==> src/shared/pmu_regs_pkg.sv <==
// Package with register offsets, field positions and reset values.
package pmu_regs_pkg;
    // Register offsets on the byte-wide register port.
    localparam logic [7:0] FAULT_FLAGS_ADDR   = 8'h01;
    localparam logic [7:0] ENABLE_DIM_ADDR    = 8'h02;
    localparam logic [7:0] MODE_LDO_ADDR      = 8'h03;
    // Reset values of the three registers.
    localparam logic [7:0] FAULT_FLAGS_RESET  = 8'h00;
    localparam logic [7:0] ENABLE_DIM_RESET   = 8'h00;
    localparam logic [7:0] MODE_LDO_RESET     = 8'hfc;
    // Field positions inside the enable register.
    localparam int BUCK_C_EN_BIT    = 7;
    localparam int LOW_LDO_EN_BIT   = 6;
    localparam int SECOND_LDO_EN_BIT = 5;
    localparam int DIM_MSB          = 4;
    // Field positions inside the mode register.
    localparam int MODE_MSB         = 7;
    localparam int MODE_LSB         = 4;
    localparam int LDO_CODE_MSB     = 3;
    // Dimming field value that switches the backlight off.
    localparam logic [4:0] DIM_OFF  = 5'h00;
    // Full-scale dimming code; reference = code / 31 * 0.25 V.
    localparam logic [4:0] DIM_FULL = 5'h1f;
    // Bus read answer for an unmapped offset.
    localparam logic [7:0] UNMAPPED_READ = 8'h00;
endpackage : pmu_regs_pkg

==> src/logic/pmu_channel_control_regs.sv <==
// Byte-wide fault, enable and mode registers of the power unit.
`timescale 1ns/1ps
module pmu_channel_control_regs (
    input  wire logic       clk,
    input  wire logic       rstn,
    input  wire logic [7:0] regAddr,
    input  wire logic       regWrite,
    input  wire logic [7:0] regWrData,
    input  wire logic       regRead,
    output logic      [7:0] regRdData,
    input  wire logic [7:0] faultEvent,
    output logic            buckCEnable,
    output logic            lowInputLdoEnable,
    output logic            secondLdoEnable,
    output logic            backlightEnable,
    output logic      [4:0] backlightFeedbackReference,
    output logic      [3:0] switchingModeSelect,
    output logic      [3:0] ldoOutputCode
);
    import pmu_regs_pkg::*;

    // Fault event lines come from analog comparators, so synchronise them.
    logic [7:0] faultSyncA_reg;    // First stage, read only by second stage.
    logic [7:0] faultSyncB_reg;    // Second stage, safe to use.
    // Register state and its next values.
    logic [7:0] faultFlags_reg;
    logic [7:0] faultFlags_next;
    logic [7:0] enableDim_reg;
    logic [7:0] enableDim_next;
    logic [7:0] modeLdo_reg;
    logic [7:0] modeLdo_next;
    logic [7:0] rdData_reg;
    logic [7:0] rdData_next;

    // Returns true when the bus hits the given offset with a write.
    function automatic logic wrHit(input logic [7:0] addr,
                                   input logic       wr,
                                   input logic [7:0] target);
        wrHit = wr && (addr == target);
    endfunction : wrHit

    // Synchroniser for the asynchronous fault events.
    always_ff @(posedge clk or negedge rstn) begin
        if (!rstn) begin
            faultSyncA_reg <= 8'h00;
            faultSyncB_reg <= 8'h00;
        end else begin
            faultSyncA_reg <= faultEvent;
            faultSyncB_reg <= faultSyncA_reg;
        end
    end

    // Next register values. A fault in the same cycle as a host write
    // of zero keeps the flag set, so no event is ever lost.
    always_comb begin
        faultFlags_next = faultFlags_reg;
        enableDim_next  = enableDim_reg;
        modeLdo_next    = modeLdo_reg;
        if (wrHit(regAddr, regWrite, FAULT_FLAGS_ADDR)) begin
            faultFlags_next = regWrData;
        end
        faultFlags_next = faultFlags_next | faultSyncB_reg;
        if (wrHit(regAddr, regWrite, ENABLE_DIM_ADDR)) begin
            enableDim_next = regWrData;
        end
        if (wrHit(regAddr, regWrite, MODE_LDO_ADDR)) begin
            modeLdo_next = regWrData;
        end
    end

    // Read data mux; unmapped offsets answer zero.
    always_comb begin
        rdData_next = rdData_reg;
        if (regRead) begin
            case (regAddr)
                FAULT_FLAGS_ADDR: begin
                    rdData_next = faultFlags_reg;
                end
                ENABLE_DIM_ADDR: begin
                    rdData_next = enableDim_reg;
                end
                MODE_LDO_ADDR: begin
                    rdData_next = modeLdo_reg;
                end
                default: begin
                    rdData_next = UNMAPPED_READ;
                end
            endcase
        end
    end

    // Register bank and read data flops.
    always_ff @(posedge clk or negedge rstn) begin
        if (!rstn) begin
            faultFlags_reg <= FAULT_FLAGS_RESET;
            enableDim_reg  <= ENABLE_DIM_RESET;
            modeLdo_reg    <= MODE_LDO_RESET;
            rdData_reg     <= 8'h00;
        end else begin
            faultFlags_reg <= faultFlags_next;
            enableDim_reg  <= enableDim_next;
            modeLdo_reg    <= modeLdo_next;
            rdData_reg     <= rdData_next;
        end
    end

    // Outputs straight from flip-flops. Backlight enable is a decode of
    // the dimming field, so it is kept as its own flop to stay glitch free;
    // one extra register is traded for a clean enable on the analog side.
    logic backlightEn_reg;     // Registered backlight channel enable.
    logic backlightEn_next;    // Decode of the next dimming field value.

    // Decode of the next dimming field: zero is off, anything else on.
    always_comb begin
        backlightEn_next = 1'b0;
        if (enableDim_next[DIM_MSB:0] != DIM_OFF) begin
            backlightEn_next = 1'b1;
        end
    end

    // Register the enable on the same edge as the dimming field itself.
    always_ff @(posedge clk or negedge rstn) begin
        if (!rstn) begin
            backlightEn_reg <= 1'b0;
        end else begin
            backlightEn_reg <= backlightEn_next;
        end
    end

    assign regRdData                  = rdData_reg;
    assign buckCEnable                = enableDim_reg[BUCK_C_EN_BIT];
    assign lowInputLdoEnable          = enableDim_reg[LOW_LDO_EN_BIT];
    assign secondLdoEnable            = enableDim_reg[SECOND_LDO_EN_BIT];
    assign backlightEnable            = backlightEn_reg;
    // The analog side scales this code by 0.25 V / 31
    assign backlightFeedbackReference = enableDim_reg[DIM_MSB:0];
    assign switchingModeSelect        = modeLdo_reg[MODE_MSB:MODE_LSB];
    assign ldoOutputCode              = modeLdo_reg[LDO_CODE_MSB:0];
endmodule : pmu_channel_control_regs

==> config.mk <==
export PLATFORM = sky130hd
export DESIGN_NAME = pmu_channel_control_regs
export DESIGN_NICKNAME = d
export VERILOG_FILES = /design/src/shared/pmu_regs_pkg.sv /design/src/logic/pmu_channel_control_regs.sv
export SDC_FILE = /design/constraint.sdc
export NUM_CORES = 1
export LEC_CHECK = 0
export BUFFER_PORTS_ARGS = -buffer_cell sky130_fd_sc_hd__clkbuf_2
export CAP_MARGIN = 20
export CORE_UTILIZATION = 55
export CTS_CLUSTER_DIAMETER = 200
export DETAILED_ROUTE_END_ITERATION = 8
export PLACE_DENSITY = 0.83
export SLEW_MARGIN = 5
export SYNTH_ARGS = -nofsm -noshare
export SYNTH_HDL_FRONTEND = slang
export SYNTH_SLANG_ARGS = --single-unit
==> constraint.sdc <==
create_clock -name clk -period 2.88 [get_ports clk]
set_input_delay 0.576 -clock clk [delete_from_list [all_inputs] [get_ports clk]]
set_output_delay 0.576 -clock clk [all_outputs]
set_load 0.02 [all_outputs]
==> metrics, run 1 <==
outcome=finished, final reports clean; Tightest Pin Transition=614.1 ps; headroom to the max-slew limit=0.5875; Routed Antenna Nets=0; H-tree levels=2; CP max stage cell=or4_4; hold buffer count at cts=0; Crit path max-delay family=simple AND/OR/NAND/NOR gates; DR vias=1,303; yosys warns=0; Crit path required time=between 3000 and 4000 ps; sequential share of the synthesized area=0.6304; die area=about 3800 um2; Worst setup EP type=flop; Max Cap Viol=0; crit-path max FO=11; initial antenna violation count=0; Core Rows=21; TritonCTS clock tree=yes; Root Buffer=clkbuf_4; Worst Path Arrival=2270 ps; Resized Gates After CTS=0; EDFF count, synth=0; I/O pins=53; # diodes=0; setup violators final=0; Tmin final=2016 ps; Remaining DRCs=0; Crit. path cell count=4; RSZ-0062 raised after global routing=false; max-slew violation count=0; TNS Setup=0 ps; Startpoint Class=primary input; DRT Wirelength=3.742 mm; DR WL/cell=around 16 um; layout cells sized above 1=0.5156; Seq pwr share=0.625; PwrDens=a little over 500 nW/um2; Remaining Overflow, GRT=0; Syn Std Cell Area=1957 um2; Nets=about 220; Die Ht=between 60 and 70 um; Hold Vio Cnt, Final=0; CTS sink cnt=49; clock share of power=0.272; Tightest Hold Check Type=in2async; Max clock buf depth=2; slowest stage delay, CP=between 600 and 700 ps; area delta synth->final=18.09%; Post-CTS Setup Bufs=0; Sw Ratio=0.2419; Initial Utilization=0.5818; initial drt markers=41; total CTS buffers=5; main flop type after synthesis=dfrtp_1; Reg2Reg Depth=3; Final Core Density=0.6871; Seq cells post-synth=49; IO Port Bufs=52; Fill cells=about 270; number of global-route vias before repair=1,224; Die X-Extent=a little over 60 um; Reg clk slew, reported paths=~130 ps; Worst VDD drop=357.8 uV; crit path kind=in2reg; top achievable clock speed=between 400 and 500 MHz; Final HPWL DP=about 2.7 mm; drt pass-1 iters=5; core area=between 3000 and 4000 um2; vias per cell=5.475; Synth Instances=roughly 140; P_int=a little under 0.0009 W; final worst-path cycle share=0.7001; total track usage=0.2256; share of power burned in combinational logic=0.104; Setup Skew=approximately 12 ps; Leak=1.060 nW; synth unique cells=25; Synth Net Count=166; worst skew pair latency=~370 ps; GP Congestion=between 0.7 and 0.8; first-pass GRT wire length=about 5.8 mm; fraction of registers with async set/reset=1.000; Mean Syn Cell Area=14.18 um2; crit path cell chain=clkbuf_2 > or4_4 > nor4_4 > mux2_2; largest net degree at the start of global routing=50; Buf/Inv on CP=1; P_sw=approximately 0.00028 W
## power groups by stage
stage / combinational (W) / sequential, W / clock [W]
3_5_place_dp: 0.000121 / 0.000743 / 0
5_1_grt: 0.000133 / 0.000733 / 0.000355
2_1_floorplan: 0.0000456 / 0.000758 / 0
3_3_place_gp: 0.000118 / 0.000742 / 0
4_1_cts: 0.000122 / 0.000730 / 0.000330
6_report: 0.000121 / 0.000730 / 0.000318
## worst paths after layout
| kind | from | slack [ps] | to |
|---|---|---|---|
| max | regAddr[5] | 860 | enableDim_reg[1] |
| min | rstn | 270 | faultFlags_reg[3] |
| max reg2reg | enableDim_reg[3] | 1630 | backlightEnable |
| min reg2reg | faultSyncA_reg[4] | 360 | faultSyncB_reg[4] |
| max in group asynchronous | rstn | 2210 | modeLdo_reg[4] |
| min in group clk | faultEvent[3] | 300 | faultSyncA_reg[3] |
## routing by layer
| layer | vias to the layer above | part of all wire | wire, um | GRT usage |
|---|---|---|---|---|
| li1 | 616 | - | - | - |
| met5 | - | 0 | 0 | 0 |
| met3 | 7 | 0.047 | 177 | 0.06933 |
| met4 | 0 | 0.017 | 65 | 0.1048 |
| met1 | 637 | 0.44 | 1635 | 0.2763 |
| met2 | 43 | 0.50 | 1864 | 0.3671 |
## cell usage in the layout, fill, tap and decap left out, drive strengths merged
| master | n |
|---|---|
| nor2 | 2 |
| o31a | 8 |
| o22ai | 8 |
| inv | 9 |
| nand2b | 1 |
| mux2 | 24 |
| a22oi | 8 |
| nor3 | 1 |
| nor3b | 1 |
| nor2b | 1 |
| nand4 | 1 |
| mux2i | 1 |
| o21ai | 1 |
| or4 | 4 |
| nor4 | 2 |
| clkbuf | 60 |
| or3b | 1 |
| dfstp | 6 |
| dfrtp | 43 |
| a211o | 8 |
| buf | 2 |
## stage by stage
| step | instances | area [um2] | hold slack (ps) | setup slack, ps | power [W] |
|---|---|---|---|---|---|
| 3_5_place_dp | 230 | 2252 | 334.7 | 460.2 | 0.0008645 |
| 4_1_cts | 238 | 2311 | 284.2 | 860.4 | 0.001182 |
| 2_1_floorplan | 138 | 1957 | 280.4 | 680.6 | 0.0008031 |
| 6_report | 238 | 2311 | 266.4 | 863.6 | 0.001168 |
| 5_1_grt | 238 | 2311 | 276.2 | 808.4 | 0.001221 |
| 3_3_place_gp | 230 | 2252 | 332.1 | 532.4 | 0.0008593 |
## cell type report
class | instances | area (um2) | share of cell area
flip-flops and latches | 49 | 1234 | 0.5338
inverters | 9 | 33.78 | 0.01462
multi-input cells | 72 | 651.9 | 0.2821
clock buffers | 8 | 58.81 | 0.02545
well taps | 46 | 57.56 | 0.02491
repair buffers | 54 | 275.3 | 0.1191
## Yosys cell counts (2+ instances only)
cell | count | area [um2]
o31a_2 | 6 | 60.06
nor2_1 | 2 | 7.510
a211o_1 | 8 | 70.07
o22ai_1 | 8 | 50.05
or4_1 | 3 | 22.52
o31a_1 | 2 | 17.52
inv_1 | 9 | 33.78
buf_1 | 2 | 7.510
dfrtp_1 | 43 | 1076
dfstp_2 | 6 | 157.7
clkbuf_1 | 5 | 18.77
mux2_2 | 24 | 270.3
a22oi_1 | 8 | 60.06
## logic make-up after synthesis
group	synth area share
compound gates	0.1343
buf+inv	0.03645
flops	0.6304
mux	0.1432
simple gates	0.05563
## worst reg2reg max path: stages, from the launching register on
cell and delay, ps:
dfrtp_1 430, or4_1 520, nor2_1 100, mux2i_1 80
Power figures use the tool's default switching activity.
==> inputs of run 2 (changes only) <==
--- a/config.mk
+++ b/config.mk
@@ -5,12 +5,13 @@
 export SDC_FILE = /design/constraint.sdc
 export NUM_CORES = 1
 export LEC_CHECK = 0
+export ABC_AREA = 1
 export BUFFER_PORTS_ARGS = -buffer_cell sky130_fd_sc_hd__clkbuf_2
 export CAP_MARGIN = 20
-export CORE_UTILIZATION = 55
+export CORE_UTILIZATION = 51
 export CTS_CLUSTER_DIAMETER = 200
 export DETAILED_ROUTE_END_ITERATION = 8
-export PLACE_DENSITY = 0.83
+export PLACE_DENSITY = 0.78
 export SLEW_MARGIN = 5
 export SYNTH_ARGS = -nofsm -noshare
 export SYNTH_HDL_FRONTEND = slang
==> constraint.sdc (replaced) <==
create_clock -name clk -period 2.05 [get_ports clk]
set_input_delay 0.41 -clock clk [delete_from_list [all_inputs] [get_ports clk]]
set_output_delay 0.41 -clock clk [all_outputs]
set_load 0.02 [all_outputs]
==> metrics, run 2 <==
outcome=finished, final reports clean; Tmin final=between 1000 and 1500 ps; post-synthesis xor/xnor area fraction=0; crit path cell chain=clkbuf_2 > nor2_1 > nand2_2 > inv_4 > nand3_2 > nand2_1 > o21ai_0 > nor2_1 > nand2_1; Design Area, Final=~2400 um2; most frequent cells after synthesis=dfrtp_1, nand2_1, nand3_1; Remaining DRCs=0; # diodes=0; Post-CTS Setup Bufs=0; Syn Std Cell Area=a little over 2000 um2; layout cells sized above 1=0.3583; DR vias=roughly 1,500; DR WL/cell=~12 um; main flop type after synthesis=dfrtp_1; Seq cells post-synth=approximately 50; Tightest Hold Check Type=in2async; yosys warns=0; Crit path required time=2240 ps; drt pass-1 iters=4; IO Port Bufs=52; sequential share of the synthesized area=0.6136; Max clock buf depth=2; crit path kind=in2reg; EDFF count, synth=0; Mean Syn Cell Area=between 10 and 15 um2; placed cell areas=around 2300 um2; CP max stage cell=nand3_2; Setup Skew=approximately 4.3 ps; initial antenna violation count=0; Synth Instances=between 150 and 200; Worst VDD drop=between 500 and 600 uV; total track usage=0.2032; H-tree levels=2; Final HPWL DP=around 2.8 mm; adder-cell area share of the yosys netlist=0; Die X-Extent=around 65 um; Buf/Inv on CP=2; final setup margin=551.2 ps; WHS=roughly 190 ps; total CTS buffers=5; headroom to the max-slew limit=0.6076; vias per cell=slightly below 5; die area=between 4000 and 5000 um2; mux contribution to synthesized area=0; Resized Gates After CTS=0; Remaining Overflow, GRT=0; post-synthesis compound-gate area fraction=0.1133; Die Ht=between 60 and 70 um; setup violators final=0; Nets=281; TNS Setup=0 ps; most common cell after layout, fill and taps aside=clkbuf_2; share of the synthesized area in the top cell type=0.5352; slowest stage delay, CP=between 200 and 300 ps; Max Cap Viol=0; Startpoint Class=primary input; Synth Net Count=224; largest family of logic cells by synthesized area=simple AND/OR/NAND/NOR gates; Tightest Pin Transition=between 500 and 600 ps; Crit path max-delay family=simple AND/OR/NAND/NOR gates; crit-path max FO=19; RSZ-0062 raised after global routing=false; max-slew violation count=0; count leader, synth=dfrtp_1; worst skew pair latency=between 200 and 300 ps; Leak=1.131 nW; PwrDens=711.9 nW/um2; core area=approximately 3700 um2; TritonCTS clock tree=yes; Worst setup EP type=flop; largest net degree at the start of global routing=50; initial drt markers=between 70 and 80; number of global-route vias before repair=between 1,000 and 1,500; area delta synth->final=19.29%; pre-CTS WS=approximately 270 ps; Root Buffer=clkbuf_8; I/O pins=53; Core Rows=22; first-pass GRT wire length=between 6 and 7 mm; CTS sink cnt=49; Post-Synth Simple-Gate Area=0.2041; fraction of registers with async set/reset=1.000; hold buffer count at cts=0; top achievable clock speed=roughly 670 MHz; Routed Antenna Nets=0; DRT Wirelength=between 3 and 4 mm; Worst Path Arrival=about 1700 ps; Initial Utilization=0.5411; Reg clk slew, reported paths=90 ps; final worst-path cycle share=0.7311; GP Congestion=around 0.84; largest area contributor in the netlist=dfrtp_1; Hold Vio Cnt, Final=0; synth unique cells=22; most frequent cells in the layout=clkbuf_2, dfrtp_1, nand2_1; synth top area cells=dfrtp_1, dfstp_2, nand2_1, nand3_1, inv_1
## run 2: cell types whose count changed after synthesis, moves of 6 or more
cell     change
a21oi_1      +6
nand2_1     +36
o31a_2       -6
nand3_1     +26
inv_1       +13
o21ai_1      +8
mux2_2      -24
o21ai_2      +8
a22oi_1      -8
o22ai_1      -8
a211o_1      -8
o21ai_0     +13
## run 2: where the power goes
group | leakage [nW] | internal, W | switching [W] | total [W]
clock | 0.0374 | 0.000240 | 0.000303 | 0.000544
combinational | 0.527 | 0.0000473 | 0.0000949 | 0.000142
sequential | 0.567 | 0.00100 | 0.0000190 | 0.00102
## run 2: area by class of cell
| type | instances | area, um2 |
|---|---|---|
| Inverter | 25 | 96.34 |
| Sequential cell | 49 | 1234 |
| Fill cell | 329 | 1318 |
| Clock buffer | 6 | 72.57 |
| Clock inverter | 2 | 15.01 |
| Timing Repair Buffer | 55 | 282.8 |
| Multi-Input combinational cell | 117 | 638.1 |
| Tap cell | 48 | 60.06 |
## run 2: kinds of logic after synthesis
| kind of cell | count (synthesis) |
|---|---|
| flops | 49 |
| buf+inv | 30 |
| simple gates | 79 |
| compound gates | 38 |
## run 2: per-stage QoR
step	util	total power [W]	std cells
global placement	0.6219	0.001180	294
floorplan	-	0.001105	196
detailed placement	0.6219	0.001184	294
CTS	0.6455	0.001725	302
global route	0.6455	0.001777	302
finish	0.6455	0.001708	302
## run 2: final timing paths
kind | start | endpoint | slack, ps | cells after the start
worst min-delay path | rstn | faultSyncB_reg[1] | 190 | 2
worst max register to register | enableDim_reg[3] | backlightEnable | 1090 | 4
max in group asynchronous | rstn | faultFlags_reg[5] | 1460 | 2
worst min register to register | faultSyncA_reg[1] | faultSyncB_reg[1] | 350 | 0
min in group clk | faultEvent[6] | faultSyncA_reg[6] | 210 | 1
worst max-delay path | regAddr[7] | backlightEnable | 550 | 9
## run 2: per-layer routing
layer / vias up / GRT usage / part of all wire / routed length [um]
met5: - / 0 / 0 / 0
met4: 0 / 0.05833 / 0.0083 / 31
met3: 5 / 0.05106 / 0.051 / 188
met2: 60 / 0.3242 / 0.47 / 1761
met1: 676 / 0.2746 / 0.47 / 1736
li1: 756 / - / - / -
==> inputs of run 3 (changes only) <==
--- a/config.mk
+++ b/config.mk
@@ -5,13 +5,13 @@
 export SDC_FILE = /design/constraint.sdc
 export NUM_CORES = 1
 export LEC_CHECK = 0
-export ABC_AREA = 1
+export ABC_AREA = 0
 export BUFFER_PORTS_ARGS = -buffer_cell sky130_fd_sc_hd__clkbuf_2
 export CAP_MARGIN = 20
-export CORE_UTILIZATION = 51
+export CORE_UTILIZATION = 46
 export CTS_CLUSTER_DIAMETER = 200
 export DETAILED_ROUTE_END_ITERATION = 8
-export PLACE_DENSITY = 0.78
+export PLACE_DENSITY = 0.74
 export SLEW_MARGIN = 5
 export SYNTH_ARGS = -nofsm -noshare
 export SYNTH_HDL_FRONTEND = slang
==> constraint.sdc (replaced) <==
create_clock -name clk -period 1.3 [get_ports clk]
set_input_delay 0.26 -clock clk [delete_from_list [all_inputs] [get_ports clk]]
set_output_delay 0.26 -clock clk [all_outputs]
set_load 0.02 [all_outputs]
==> metrics, run 3 (same netlist as run 1, synthesis figures left out) <==
PwrDens=~1200 nW/um2; Max Cap Viol=0; layout cells sized above 1=0.6048; met3 Use GR=0.05068; drt pass-1 iters=4; crit path kind=in2reg; Crit path required time=about 1500 ps; Design Area, Final=2634 um2; Core Rows=23; most common cell after layout, fill and taps aside=clkbuf_2; # diodes=0; worst skew pair latency=around 300 ps; crit-path max FO=9; RSZ-0062 raised after global routing=true; Remaining Overflow, GRT=0; Root Buffer=clkbuf_8; failing checks=setup timing; final setup margin=-175.3 ps; Nets=approximately 240; die area=between 4000 and 5000 um2; Initial Utilization=0.4857; r2r endpoint=backlightEnable; Final HPWL DP=approximately 3.1 mm; worst r2r src=enableDim_reg[3]; number of global-route vias before repair=roughly 1,400; first-pass GRT wire length=6.768 mm; H-tree levels=2; Fill cells=just over 300; pre-CTS WS=-596.2 ps; area delta synth->final=34.59%; GP Congestion=between 0.7 and 0.8; core area=between 4000 and 5000 um2; total track usage=0.2140; Register-to-Register Setup Slack=about 120 ps; most frequent cells in the layout=clkbuf_2, dfrtp_1, mux2_2; Worst setup endpoint=enableDim_reg[2]; Startpoint Class=primary input; top achievable clock speed=677.8 MHz; initial antenna violation count=0; setup violators final=25; Worst setup EP type=flop; Hold Vio Cnt, Final=0; Post-CTS Setup Bufs=0; Reg2Reg Depth=3; placed cell areas=~2400 um2; Setup Skew=5.443 ps; headroom to the max-slew limit=0.6112; Tmin final=1475 ps; gr busiest metal=met2; Remaining DRCs=0; DR vias=roughly 1,400; total power=0.003041 W; grt met1 use=0.2574; IO Port Bufs=52; Worst VDD drop=a little over 900 uV; WHS=roughly 63 ps; fin cells=between 200 and 300; total CTS buffers=5; outcome=finished with violations; initial drt markers=43; max-slew violation count=0; Die Ht=roughly 67 um; TritonCTS clock tree=yes; final worst-path cycle share=1.135; DRT Wirelength=roughly 4.4 mm; Routed Antenna Nets=0; Leak=~1.2 nW; DR WL/cell=between 15 and 20 um; Post-Place Cells=250; I/O pins=53; CTS sink cnt=49; Reg clk slew, reported paths=about 80 ps; vias per cell=5.408; met2 Usage GRT=0.3600; Tightest Pin Transition=582.0 ps; Worst Path Arrival=1660 ps; Max clock buf depth=2; Tightest Hold Check Type=in2reg; largest net degree at the start of global routing=50; CP Launch Point=regAddr[6]; min-delay src=faultEvent[0]; Die X-Extent=just under 70 um
==> run 3: changes by cell type in the layout (fill, tap and decap cells not counted), sizes merged, moves of 8 or more <==
cell,previous run,this run
a211o,0,8
a21oi,8,0
a22oi,0,8
buf,3,21
inv,25,9
mux2,0,24
nand2,40,0
nand3,29,0
o21ai,30,1
o22ai,0,8
o31a,0,8
==> run 3: area by class of cell <==
class / count / area [um2] / share of cell area
clock buffer: 7 / 86.33 / 0.03278
tap: 50 / 62.56 / 0.02375
sequential: 49 / 1234 / 0.4684
inverter: 9 / 33.78 / 0.01283
multi-input combinational: 72 / 720.7 / 0.2736
timing repair buffer: 72 / 466.7 / 0.1772
clock inverter: 1 / 30.03 / 0.01140
==> run 3: repair_timing <==
item                       4_1_cts  5_1_grt
setup endpoints to repair       26       26
gates cloned                     1        0
gates resized for setup         13        6
hold endpoints to repair        43        0
hold buffers                     1        0
pin swaps                       19        1
==> run 3: metal layers <==
layer | up-vias | wire [um] | part of all wire
li1 | 649 | - | -
met3 | 7 | 225 | 0.051
met2 | 44 | 2234 | 0.51
met4 | 0 | 101 | 0.023
met1 | 706 | 1837 | 0.42
met5 | - | 0 | 0
==> run 3: metrics by stage <==
step	utilization	setup TNS (ps)
6_report	0.6537	-3432
3_5_place_dp	0.5994	-13520
3_3_place_gp	0.5994	-12690
2_1_floorplan	-	-11660
5_1_grt	0.6537	-3793
4_1_cts	0.6463	-3205
==> run 3: worst min path at each step <==
| stage | to | slack [ps] | cells after the start |
|---|---|---|---|
| 2_1_floorplan | backlightEnable | -40 | 0 |
| 3_3_place_gp | regRdData[6] | 260 | 2 |
| 3_5_place_dp | regRdData[0] | 270 | 2 |
| 4_1_cts | faultSyncA_reg[1] | 50 | 1 |
| 5_1_grt | faultSyncA_reg[5] | 50 | 1 |
| 6_report | faultSyncA_reg[0] | 60 | 1 |
==> run 3: power by group <==
| part | internal, W | switching [W] | leakage, nW |
|---|---|---|---|
| Clock | 0.000627 | 0.000465 | 0.0585 |
| Sequential | 0.00159 | 0.0000276 | 0.581 |
| Combinational | 0.000151 | 0.000184 | 0.578 |
==> run 3: critical path, cell delays in order <==
cell    delay, ps
buf_6          90
or4_4         580
nor4_4        210
buf_12        180
mux2_2        330
